$ cat src/verilog/iec_pkg.sv
// constants for the error status and command register bank
package iec_pkg;
  // register addresses
  localparam logic [7:0] STATUS_ADDR      = 8'h08;
  localparam logic [7:0] COMMAND_ADDR     = 8'h0b;
  localparam logic [7:0] CONFIG_ONE_ADDR0 = 8'h0c;
  // status field positions
  localparam int SMALL_VECTOR_BIT    = 0;
  localparam int COS_OVERDRIVE_BIT   = 1;
  localparam int SIN_OVERDRIVE_BIT   = 2;
  localparam int OVERSPEED_BIT       = 3;
  localparam int OUTPUT_INVALID_BIT  = 4;
  localparam int COS_GAIN_BIT        = 5;
  localparam int SIN_GAIN_BIT        = 6;
  localparam int COS_OFFSET_BIT      = 7;
  localparam int SIN_OFFSET_BIT      = 8;
  localparam int INDEX_PASSED_BIT    = 12;
  localparam int ERROR_FLAG_COUNT    = 9;
  // command bit positions
  localparam int CLEAR_COUNT_BIT     = 0;
  localparam int RESET_LOOPS_BIT     = 1;
  localparam int CLEAR_INDEX_BIT     = 2;
  localparam int LOAD_CONFIG_BIT     = 3;
  localparam int STORE_CONFIG_BIT    = 4;
  localparam int LATCH_ADDRESS_BIT   = 5;
  // config word one save-enable and monitor-enable bits
  localparam int SAVE_VECTOR_BIT     = 24;
  localparam int SAVE_CONVERTER_BIT  = 25;
  localparam int SAVE_SPEED_BIT      = 26;
  localparam int SAVE_OUTPUT_BIT     = 27;
  localparam int SAVE_GAIN_BIT       = 28;
  localparam int SAVE_OFFSET_BIT     = 29;
  localparam int MON_VECTOR_BIT      = 16;
  localparam int MON_CONVERTER_BIT   = 17;
  localparam int MON_SPEED_BIT       = 18;
  localparam int MON_OUTPUT_BIT      = 19;
  localparam int MON_GAIN_BIT        = 20;
  localparam int MON_OFFSET_BIT      = 21;
  // reset values
  localparam logic [15:0] STATUS_RESET  = 16'h0000;
  localparam logic [3:0]  ADDRESS_RESET = 4'h0;
endpackage

$ cat src/verilog/iec_bank.sv
// error status flags and command strobe register of the interpolator
// What this block does
// - sine offset loop limit sets bit 8
// - cosine offset loop limit sets bit 7
// - sine gain loop limit sets bit 6
// - cosine gain loop limit sets bit 5
// - output invalid from overspeed sets bit 4
// - rate or edge-interval change flags invalid
// - no output-invalid detection in counter mode
// - overspeed sets bit 3
// - sine converter overdrive sets bit 2
// - cosine converter overdrive sets bit 1
// - small vector sets bit 0
// - command at 0x0b, write-only, zeros idle
// - bit 5 latches four address pins
// - bit 4 stores config to nonvolatile memory
// - bit 3 reloads config from nonvolatile memory
// - bit 2 clears index passed status
// - bit 1 centres gain/offset loops
// - bit 0 clears count, errors, index
// - status at 0x08, bit 12 index
// - errors held only when save bit set
// - detection only when monitor bit set
//
// how it behaves, for whoever wires it in:
// every register access, flag update and strobe happens on a rising edge
// with clk_en high; while clk_en is low nothing moves, not even the pin
// synchroniser, so a frozen block keeps its last strobe level too.
// the host should therefore drop clk_en only between accesses.
// detector inputs are taken as same-clock events; a level that stays
// high simply keeps setting its flag, and a clear cannot beat it.
// that is deliberate: an error that is still present must not vanish
// from the status word just because the host asked for a clear.
// the same priority holds for the index status bit, and a synced index
// also beats a lost index seen in the same cycle.
// a flag is only recorded when both its monitor bit and its save bit
// are set; the monitor bit of the output class also picks square-wave
// mode, so counter mode suppresses output-invalid events, including the
// ones raised by a rate or edge-interval change.
// the address pins pass two flip-flops first, so a latch command takes
// the pin levels from two enabled cycles before the write; pins must be
// settled that long before the command is sent.
// the command word is write-only: a read of its address answers zero
// with the usual valid pulse, so the host never sees stale command bits.
// upper status fields live in other blocks and read as zero here.
`timescale 1ns/1ps
module iec_bank
  import iec_pkg::*;
(
  input  wire logic        core_clk,
  input  wire logic        rst_n,
  input  wire logic        clk_en,
  // register port from the serial interface
  input  wire logic [7:0]  reg_addr,
  input  wire logic        reg_wr,
  input  wire logic [7:0]  reg_wdata,
  input  wire logic        reg_rd,
  output logic      [15:0] reg_rdata,
  output logic             reg_rvalid,
  // configuration word one from the config register block
  input  wire logic [31:0] config_word_one,
  input  wire logic        rate_setting_changed,
  // raw detector pulses from the signal path
  input  wire logic        sine_offset_limit,
  input  wire logic        cosine_offset_limit,
  input  wire logic        sine_gain_limit,
  input  wire logic        cosine_gain_limit,
  input  wire logic        output_too_fast,
  input  wire logic        direction_too_fast,
  input  wire logic        sine_converter_over,
  input  wire logic        cosine_converter_over,
  input  wire logic        vector_too_small,
  input  wire logic        index_synced,
  input  wire logic        index_lost,
  // hardware address pins
  input  wire logic        address_pin_3,
  input  wire logic        address_pin_2,
  input  wire logic        address_pin_1,
  input  wire logic        address_pin_0,
  // command effects
  output logic      [3:0]  bus_address,
  output logic             store_config_cmd,
  output logic             load_config_cmd,
  output logic             reset_correction_loops_cmd,
  output logic             clear_count_and_errors_cmd,
  output logic             square_wave_mode,
  output logic      [15:0] error_status
);
  logic [3:0]  pins_sync;
  logic [ERROR_FLAG_COUNT-1:0] flags_r;
  logic [ERROR_FLAG_COUNT-1:0] detect_raw;
  logic [ERROR_FLAG_COUNT-1:0] detect_mon;
  logic [ERROR_FLAG_COUNT-1:0] detect_save;
  logic        index_r;
  logic [3:0]  address_r;
  logic        cmd_write;
  logic        clear_errors;

  // address pins come from outside, so synchronise first
  iec_sync #(.WIDTH(4)) u_pin_sync
  (
    .core_clk (core_clk),
    .rst_n    (rst_n),
    .clk_en   (clk_en),
    .async_in ({address_pin_3, address_pin_2, address_pin_1, address_pin_0}),
    .sync_out (pins_sync)
  );

  // pick the enable bit of an error class for a given flag position
  function automatic logic class_enable(input logic [31:0] cfg, input int flag,
                                        input logic save);
    int base;
    int bitpos;
    base = save ? SAVE_VECTOR_BIT : MON_VECTOR_BIT;
    unique case (flag)
      SMALL_VECTOR_BIT:                   bitpos = base;
      COS_OVERDRIVE_BIT, SIN_OVERDRIVE_BIT: bitpos = base + 1;
      OVERSPEED_BIT:                      bitpos = base + 2;
      OUTPUT_INVALID_BIT:                 bitpos = base + 3;
      COS_GAIN_BIT, SIN_GAIN_BIT:         bitpos = base + 4;
      default:                            bitpos = base + 5;
    endcase
    return cfg[bitpos];
  endfunction

  // command decode; a write anywhere else never touches commands
  assign cmd_write    = reg_wr && (reg_addr == COMMAND_ADDR);
  assign clear_errors = cmd_write && reg_wdata[CLEAR_COUNT_BIT];

  // gather raw detector events into flag order
  always_comb
  begin
    detect_raw                     = '0;
    detect_raw[SIN_OFFSET_BIT]     = sine_offset_limit;
    detect_raw[COS_OFFSET_BIT]     = cosine_offset_limit;
    detect_raw[SIN_GAIN_BIT]       = sine_gain_limit;
    detect_raw[COS_GAIN_BIT]       = cosine_gain_limit;
    detect_raw[OUTPUT_INVALID_BIT] = output_too_fast || rate_setting_changed;
    detect_raw[OVERSPEED_BIT]      = direction_too_fast;
    detect_raw[SIN_OVERDRIVE_BIT]  = sine_converter_over;
    detect_raw[COS_OVERDRIVE_BIT]  = cosine_converter_over;
    detect_raw[SMALL_VECTOR_BIT]   = vector_too_small;
  end

  // monitor bit for output errors doubles as mode select; counter mode
  // therefore disables output-invalid detection by the same gate
  assign square_wave_mode = config_word_one[MON_OUTPUT_BIT];

  // per-flag gating by monitor and save enables
  genvar g;
  generate
    for (g = 0; g < ERROR_FLAG_COUNT; g++)
    begin : g_flag
      assign detect_mon[g]  = detect_raw[g] && class_enable(config_word_one, g, 1'b0);
      assign detect_save[g] = detect_mon[g] && class_enable(config_word_one, g, 1'b1);

      // sticky flag; a new event in the clear cycle wins
      always_ff @(posedge core_clk or negedge rst_n)
      begin
        if (!rst_n)
          flags_r[g] <= STATUS_RESET[g];
        else if (clk_en)
        begin
          if (detect_save[g])
            flags_r[g] <= 1'b1;
          else if (clear_errors)
            flags_r[g] <= 1'b0;
        end
      end
    end
  endgenerate

  // index passed status; synced event beats a same-cycle clear
  always_ff @(posedge core_clk or negedge rst_n)
  begin
    if (!rst_n)
      index_r <= STATUS_RESET[INDEX_PASSED_BIT];
    else if (clk_en)
    begin
      if (index_synced)
        index_r <= 1'b1;
      else if (index_lost)
        index_r <= 1'b0;
      else if (cmd_write && (reg_wdata[CLEAR_INDEX_BIT] || reg_wdata[CLEAR_COUNT_BIT]))
        index_r <= 1'b0;
    end
  end

  // hardware address adopted only on the latch command
  always_ff @(posedge core_clk or negedge rst_n)
  begin
    if (!rst_n)
      address_r <= ADDRESS_RESET;
    else if (clk_en && cmd_write && reg_wdata[LATCH_ADDRESS_BIT])
      address_r <= pins_sync;
  end
  assign bus_address = address_r;

  // store strobe to the nonvolatile sequencer; one cycle only, so a
  // single write can never start two copies into the memory
  always_ff @(posedge core_clk or negedge rst_n)
  begin
    if (!rst_n)
      store_config_cmd <= 1'b0;
    else if (clk_en)
      store_config_cmd <= cmd_write && reg_wdata[STORE_CONFIG_BIT];
  end

  // load strobe; the config register block performs the copy itself
  always_ff @(posedge core_clk or negedge rst_n)
  begin
    if (!rst_n)
      load_config_cmd <= 1'b0;
    else if (clk_en)
      load_config_cmd <= cmd_write && reg_wdata[LOAD_CONFIG_BIT];
  end

  // centring strobe to the gain and offset correction loops
  always_ff @(posedge core_clk or negedge rst_n)
  begin
    if (!rst_n)
      reset_correction_loops_cmd <= 1'b0;
    else if (clk_en)
      reset_correction_loops_cmd <= cmd_write && reg_wdata[RESET_LOOPS_BIT];
  end

  // count clear strobe; the flags here clear on the same edge
  always_ff @(posedge core_clk or negedge rst_n)
  begin
    if (!rst_n)
      clear_count_and_errors_cmd <= 1'b0;
    else if (clk_en)
      clear_count_and_errors_cmd <= clear_errors;
  end

  // status word view; upper fields belong to other blocks and read zero
  always_comb
  begin
    error_status                          = STATUS_RESET;
    error_status[ERROR_FLAG_COUNT-1:0]    = flags_r;
    error_status[INDEX_PASSED_BIT]        = index_r;
  end

  // read answer flag, one cycle after every taken read
  always_ff @(posedge core_clk or negedge rst_n)
  begin
    if (!rst_n)
      reg_rvalid <= 1'b0;
    else if (clk_en)
      reg_rvalid <= reg_rd;
  end

  // read data; command address is write-only and returns zero, and the
  // word stands until the next enabled edge for the host to take
  always_ff @(posedge core_clk or negedge rst_n)
  begin
    if (!rst_n)
      reg_rdata <= '0;
    else if (clk_en)
    begin
      if (reg_rd && reg_addr == STATUS_ADDR)
        reg_rdata <= error_status;
      else
        reg_rdata <= '0;
    end
  end
endmodule

$ cat src/verilog/iec_sync.sv
// two-stage synchroniser for a bus of pin levels
`timescale 1ns/1ps
module iec_sync
#(
  parameter int WIDTH = 1
)
(
  input  wire logic             core_clk,
  input  wire logic             rst_n,
  input  wire logic             clk_en,
  input  wire logic [WIDTH-1:0] async_in,
  output logic      [WIDTH-1:0] sync_out
);
  logic [WIDTH-1:0] meta_r;

  // first stage feeds only the second stage
  always_ff @(posedge core_clk or negedge rst_n)
  begin
    if (!rst_n)
    begin
      meta_r   <= '0;
      sync_out <= '0;
    end
    else if (clk_en)
    begin
      meta_r   <= async_in;
      sync_out <= meta_r;
    end
  end
endmodule

$ cat config.mk
export PLATFORM = sky130hd
export DESIGN_NAME = iec_bank
export DESIGN_NICKNAME = d
export VERILOG_FILES = /design/src/verilog/iec_pkg.sv /design/src/verilog/iec_bank.sv /design/src/verilog/iec_sync.sv
export SDC_FILE = /design/constraint.sdc
export NUM_CORES = 1
export LEC_CHECK = 0
export BUFFER_PORTS_ARGS = -buffer_cell sky130_fd_sc_hd__buf_2
export CORE_ASPECT_RATIO = 1.25
export CORE_MARGIN = 10
export CORE_UTILIZATION = 44
export DETAILED_ROUTE_END_ITERATION = 10
export PLACE_DENSITY = 0.95
export SLEW_MARGIN = 10
export SYNTH_ARGS = -nofsm -noshare
export SYNTH_HDL_FRONTEND = slang
export SYNTH_SLANG_ARGS = --single-unit
$ cat constraint.sdc
create_clock -name core_clk -period 1.3 [get_ports core_clk]
set_input_delay 0.325 -clock core_clk [delete_from_list [all_inputs] [get_ports core_clk]]
set_output_delay 0.325 -clock core_clk [all_outputs]
set_load 0.01 [all_outputs]
==> results.toml, run 1 <==
[clocking]
htreeDepth = 2
cts_setup_buffers = 0
clk_latency_ps = 280
tritoncts = "built"
clock_sinks = 37
clk_pin_slew_ps = 70
cts_buffers = 5
cts_root_buf = "clkbuf_8"
clk_path_buf_depth = 2

[sta]
setup_violations = 0
timing.final.crit_share = 0.938
rsz0062_at_grt = "false"
worst_clock_skew_ps = 7.52
tns_ps = 0
hold_violations = 0
fmax_ghz = 0.820
min_period_ps = 1220
drv_slew = 0

[cells_and_area]
num_antenna_cells = 0
n_fill_cell = 305
nets = 279
fin_cells = 250
area_growth_pct = 33.9
drive_gt1_frac = 0.521

[place]
gp_congestion = 0.698
dp_cells = 241
place.port_buffers = 76
place_hpwl_um = 3390

[drt]
antenna_left = 0
wl_met1_um = 1410
met2_length_um = 2290
top_layer = "met4"
first_iter_violations = 104
num_vias = 1271
wirelength_um = 4200
first_pass_iters = 4
viasPerCell = 5.08
drc = 0
wl_met3_um = 429
wl_per_cell_um = 16.8

[global_route]
grt_pass1_vias = 1438
overflow = 0
antenna_found_initial = 0
grt_pass1_wl_um = 6740
grt.total_usage = 0.132
grt_max_degree = 38

[die]
die-area_um2 = 6420
row_count = 24
start_util = 0.455
core_um2 = 3480
dieHeight_um = 87.1
die_w_um = 73.7
io_pins = 111

[synthesis]
synth_xor_area_frac = 0
synthSimpleGateAreaFrac = 0.104
synth_top_family_by_area = "compound AO/OA/AOI/OAI gates"
synth_common_cells = "dfrtp_1, buf_4, mux2_2"
synthTopCellsByArea = "dfrtp_1, mux2_2, buf_4"
synth.distinct_cells = 22
syn_inst = 123
synth_flop_cell = "dfrtp_1"
syn_area_um2 = 1590
synth.avg_cell_area_um2 = 12.9
synth_edf_count = 0
synth_seq_area_share = 0.584
synth_top_area_frac = 0.584
synth_area_leader_cell = "dfrtp_1"
synthArstFlopShare = 1.00
synthAdderAreaFrac = 0
synth_compound_area_frac = 0.136
synth.area.mux_share = 0.0923
synth.most_common_cell = "dfrtp_1"
synth_seq_cells = 37
synth_warnings = 0

[critical_path]
path_class = "in -> reg"
cpMostUsedCell = "buf_4"
worstPathArrival_ps = 1380
worstPathMaxFanout = 10
path_cells = "buf_2 > nor4_4 > buf_4 > nand4_2 > buf_4 > a22o_1"
required_ps = 1470
critPathLaunchType = "primary input"
slowest_stage = "nor4_4"
path_delay_family = "buffers and inverters"
path_buf_inv = 3
worst_path_largest_cell_delay_ps = 290
endpoint_kind = "flop"

[worst_hold_path]
hp-class = "in -> reg"

[power]
leakagePower_nw = 1.14
total_power_w = 0.00229
irDropWorstVdd_mv = 0.958
power.density_nw_per_um2 = 1080

[run]
maxCapViolations = 0

[status]
status = "complete, no violations"
-- layout make-up --
cell class	count	area, µm²	share of cell area
clock buffer	6	72.6	0.0342
clock inverter	2	10.0	0.00471
inverter	2	7.51	0.00353
multi-input combinational	77	582	0.274
sequential	37	926	0.436
tap	39	48.8	0.0230
timing repair buffer	87	478	0.225
-- where the power goes --
| part | switching (W) | internal [W] |
|---|---|---|
| clock | 0.000382 | 0.000371 |
| combinational | 0.000144 | 0.000146 |
| sequential | 0.0000350 | 0.00121 |
-- metal layers --
metal,track usage,vias up
li1,-,591
met1,0.126,619
met2,0.236,53
met3,0.0628,8
met4,0.0458,0
met5,0,-
-- per-stage QoR --
stage	setup WS, ps	util	hold slack, ps	cell area (µm²)
final	80.6	0.610	256	2120
after global placement	-246	0.581	299	2020
after CTS	76.5	0.610	252	2120
after floorplan	-9.84	-	29.4	1630
after detailed placement	-303	0.581	301	2020
after global routing	34.2	0.610	250	2120
-- worst register-to-register path, delay by kind of cell (launching register included) --
kind | cells | cell delay (ps)
DFF | 1 | 420
AOI/OAI and AO/OA | 2 | 320
-- kinds of logic (layout without fill, tap and decap cells) --
kind of cell           after synthesis  in the layout
buffers and inverters               20             97
other                                1             12
DFF                                 37             37
muxes                               13             13
and+or+nand+nor                     26             26
AOI/OAI and AO/OA                   26             26
-- state kept, by name, indices dropped and copies added (netlist names), 4 cells and up --
name	count
bus_address	4
error_status	9
reg_rdata	10
u_pin_sync.meta_r	4
u_pin_sync.sync_out	4
-- cells in the final DEF, fill, tap and decap left out --
master,n
o2bb2ai_1,11
clkbuf_1,1
o21ai_0,2
nor4_4,1
mux2_2,13
a22o_1,9
nand4_1,1
dfrtp_1,37
o211ai_1,1
clkbuf_8,5
conb_1,12
and4_1,3
nor2_1,2
buf_12,1
a21o_1,2
a32oi_1,1
nand4_2,1
nand4_4,1
inv_1,2
buf_2,76
buf_4,9
and2b_1,1
and3_2,1
dlygate4sd3_1,1
nand2_1,12
clkinv_2,2
and3_1,3
-- repair_timing --
item,in CTS,in global routing
hold endpoints to repair,28,0
resized for setup,1,0
hold buffers,1,0
endpoints found under the setup margin,5,0
-- final timing paths --
kind	start	endpoint	slack (ps)	depth (start not counted)
hold reg to reg	reg_rdata[7]	reg_rdata[7]	480	1
hold / removal	reg_wdata[3]	load_config_cmd	260	2
min in group asynchronous	rst_n	reg_rdata[12]	530	3
setup reg to reg	index_r	index_r	450	2
max in group asynchronous	rst_n	error_status[0]	570	3
setup / recovery	reg_addr[5]	error_status[2]	80	6
(Power assumes the default switching activity.)
==> run 2, diff against run 1 <==
--- a/config.mk
+++ b/config.mk
@@ -10,6 +10,7 @@
 export CORE_MARGIN = 10
 export CORE_UTILIZATION = 44
 export DETAILED_ROUTE_END_ITERATION = 10
+export GPL_TIMING_DRIVEN = 0
 export PLACE_DENSITY = 0.95
 export SLEW_MARGIN = 10
 export SYNTH_ARGS = -nofsm -noshare
==> results.toml, run 2 (synthesis gave the netlist of run 1 again) <==
[cells_and_area]
seqCellArea_um2 = 926
num_antenna_cells = 0
area_growth_pct = 36.7
n_fill_cell = 296
fin_util = 0.622
multi_input_area_um2 = 586
nets = 288
layout_common_cells = "buf_2, dfrtp_1, buf_4"
top_register = "reg_rdata"
layout_commonest_cell = "buf_2"
drive_gt1_frac = 0.536
largest_reg_flops = 10

[sta]
worst_clock_skew_ps = 3.96
fmax_ghz = 0.762
fin_ws_ps = -11.8
min_period_ps = 1310
drv_slew = 0
worstMarginPinSlew_ps = 797
relSlewSlack = 0.469
setup_violations = 1
timing.final.crit_share = 1.01
hold_violations = 0
rsz0062_at_grt = "true"

[drt]
drc = 0
wl_per_cell_um = 16.3
wirelength_um = 4210
viasPerCell = 4.95
antenna_left = 0
first_iter_violations = 45
first_pass_iters = 4
num_vias = 1282

[critical_path]
path_class = "in -> reg"
path_buf_inv = 2
required_ps = 1470
cp-endpoint = "bus_address[0]"
reg2reg_depth = 3
critPathLaunch = "reg_addr[5]"
path_depth = 5
endpoint_kind = "flop"
worst_path_largest_cell_delay_ps = 420
path_delay_family = "simple AND/OR/NAND/NOR gates"
worstPathMaxFanout = 4
path_cells = "buf_2 > nor4_4 > nand4_1 > buf_4 > mux2_4"
critPathLaunchType = "primary input"
r2r_slack_ps = 400
slowest_stage = "nor4_4"
worstPathArrival_ps = 1490
reg2reg_from = "index_r"
worstReg2RegEnd = "index_r"

[die]
core_um2 = 3480
row_count = 24
start_util = 0.455
io_pins = 111
die_w_um = 73.7
die-area_um2 = 6420
dieHeight_um = 87.1

[global_route]
grt.total_usage = 0.129
grt_max_degree = 38
grt_pass1_vias = 1392
grt_pass1_wl_um = 6480
overflow = 0
antenna_found_initial = 0

[run]
maxCapViolations = 0

[clocking]
clk_latency_ps = 290
clock_sinks = 37
tritoncts = "built"
htreeDepth = 2
clk_path_buf_depth = 2
cts_root_buf = "clkbuf_8"
clk_pin_slew_ps = 70
cts_buffers = 5

[place]
place_hpwl_um = 3450
place_ws_ps = -316
gp_congestion = 0.723
place.port_buffers = 76

[status]
violations = "setup timing"
status = "finished, violations left"

[power]
leakagePower_nw = 1.17
irDropWorstVdd_mv = 0.859
power.density_nw_per_um2 = 1070

[worst_hold_path]
hp-class = "in -> async"
run 2: changes by cell type in the layout (fill, tap and decap cells not counted):
cell and delta:
buf_4 +7, clkbuf_1 +2, buf_12 -1, buf_2 +1, clkbuf_2 +1, dlygate4sd3_1 -1
mux2_2 -1, mux2_4 +1
run 2: stage by stage:
step	instances	power (W)	TNS, ps	cell area, µm²	hold WS, ps
global route	259	0.00242	-258	2170	181
finish	259	0.00231	-11.8	2170	117
detailed placement	249	0.00157	-8650	2060	462
global placement	249	0.00155	-8060	2060	449
CTS	257	0.00232	-29.8	2140	160
floorplan	134	0.00142	-39.4	1630	29.4
run 2: worst min-delay path by stage:
stage                     startpoint               to  slack [ps]
after detailed placement       rst_n    reg_rdata[12]         460
after floorplan                rst_n   bus_address[0]          30
after CTS                      rst_n  error_status[2]         160
after global routing           rst_n    reg_rdata[12]         180
after global placement         rst_n          index_r         450
final                          rst_n  error_status[4]         120
run 2: report_power, final:
part	switching, W	internal (W)	leakage [nW]
clock network	0.000390	0.000371	0.0450
registers	0.0000329	0.00121	0.449
logic	0.000146	0.000163	0.681
total	0.000569	0.00174	1.17
run 2: worst reg2reg max path, stage by stage, from the launching register on:
cell     delay, ps
dfrtp_1        390
buf_4          140
a32oi_1        150
o21ai_0        100
run 2: repair_timing:
| item | in CTS | in global routing |
|---|---|---|
| buffers inserted | 0 | 2 |
| endpoints found under the setup margin | 6 | 30 |
| hold endpoints to repair | 0 | 0 |
| gates resized for setup | 0 | 4 |
| hold buffers | 0 | 0 |
run 2: metal layers:
layer / track usage / vias to the layer above / routed length [µm]
met1: 0.125 / 625 / 1510
met5: 0 / - / 0
li1: - / 609 / -
met4: 0.0374 / 0 / 37
met3: 0.0616 / 4 / 413
met2: 0.232 / 44 / 2260
run 2: cell type report:
| class | instances | area share |
|---|---|---|
| sequential | 37 | 0.427 |
| clock buffer | 6 | 0.0335 |
| tap | 39 | 0.0225 |
| clock inverter | 2 | 0.00462 |
| timing repair buffer | 78 | 0.182 |
| inverter | 2 | 0.00346 |
| buffer | 18 | 0.0565 |
| multi-input combinational | 77 | 0.270 |
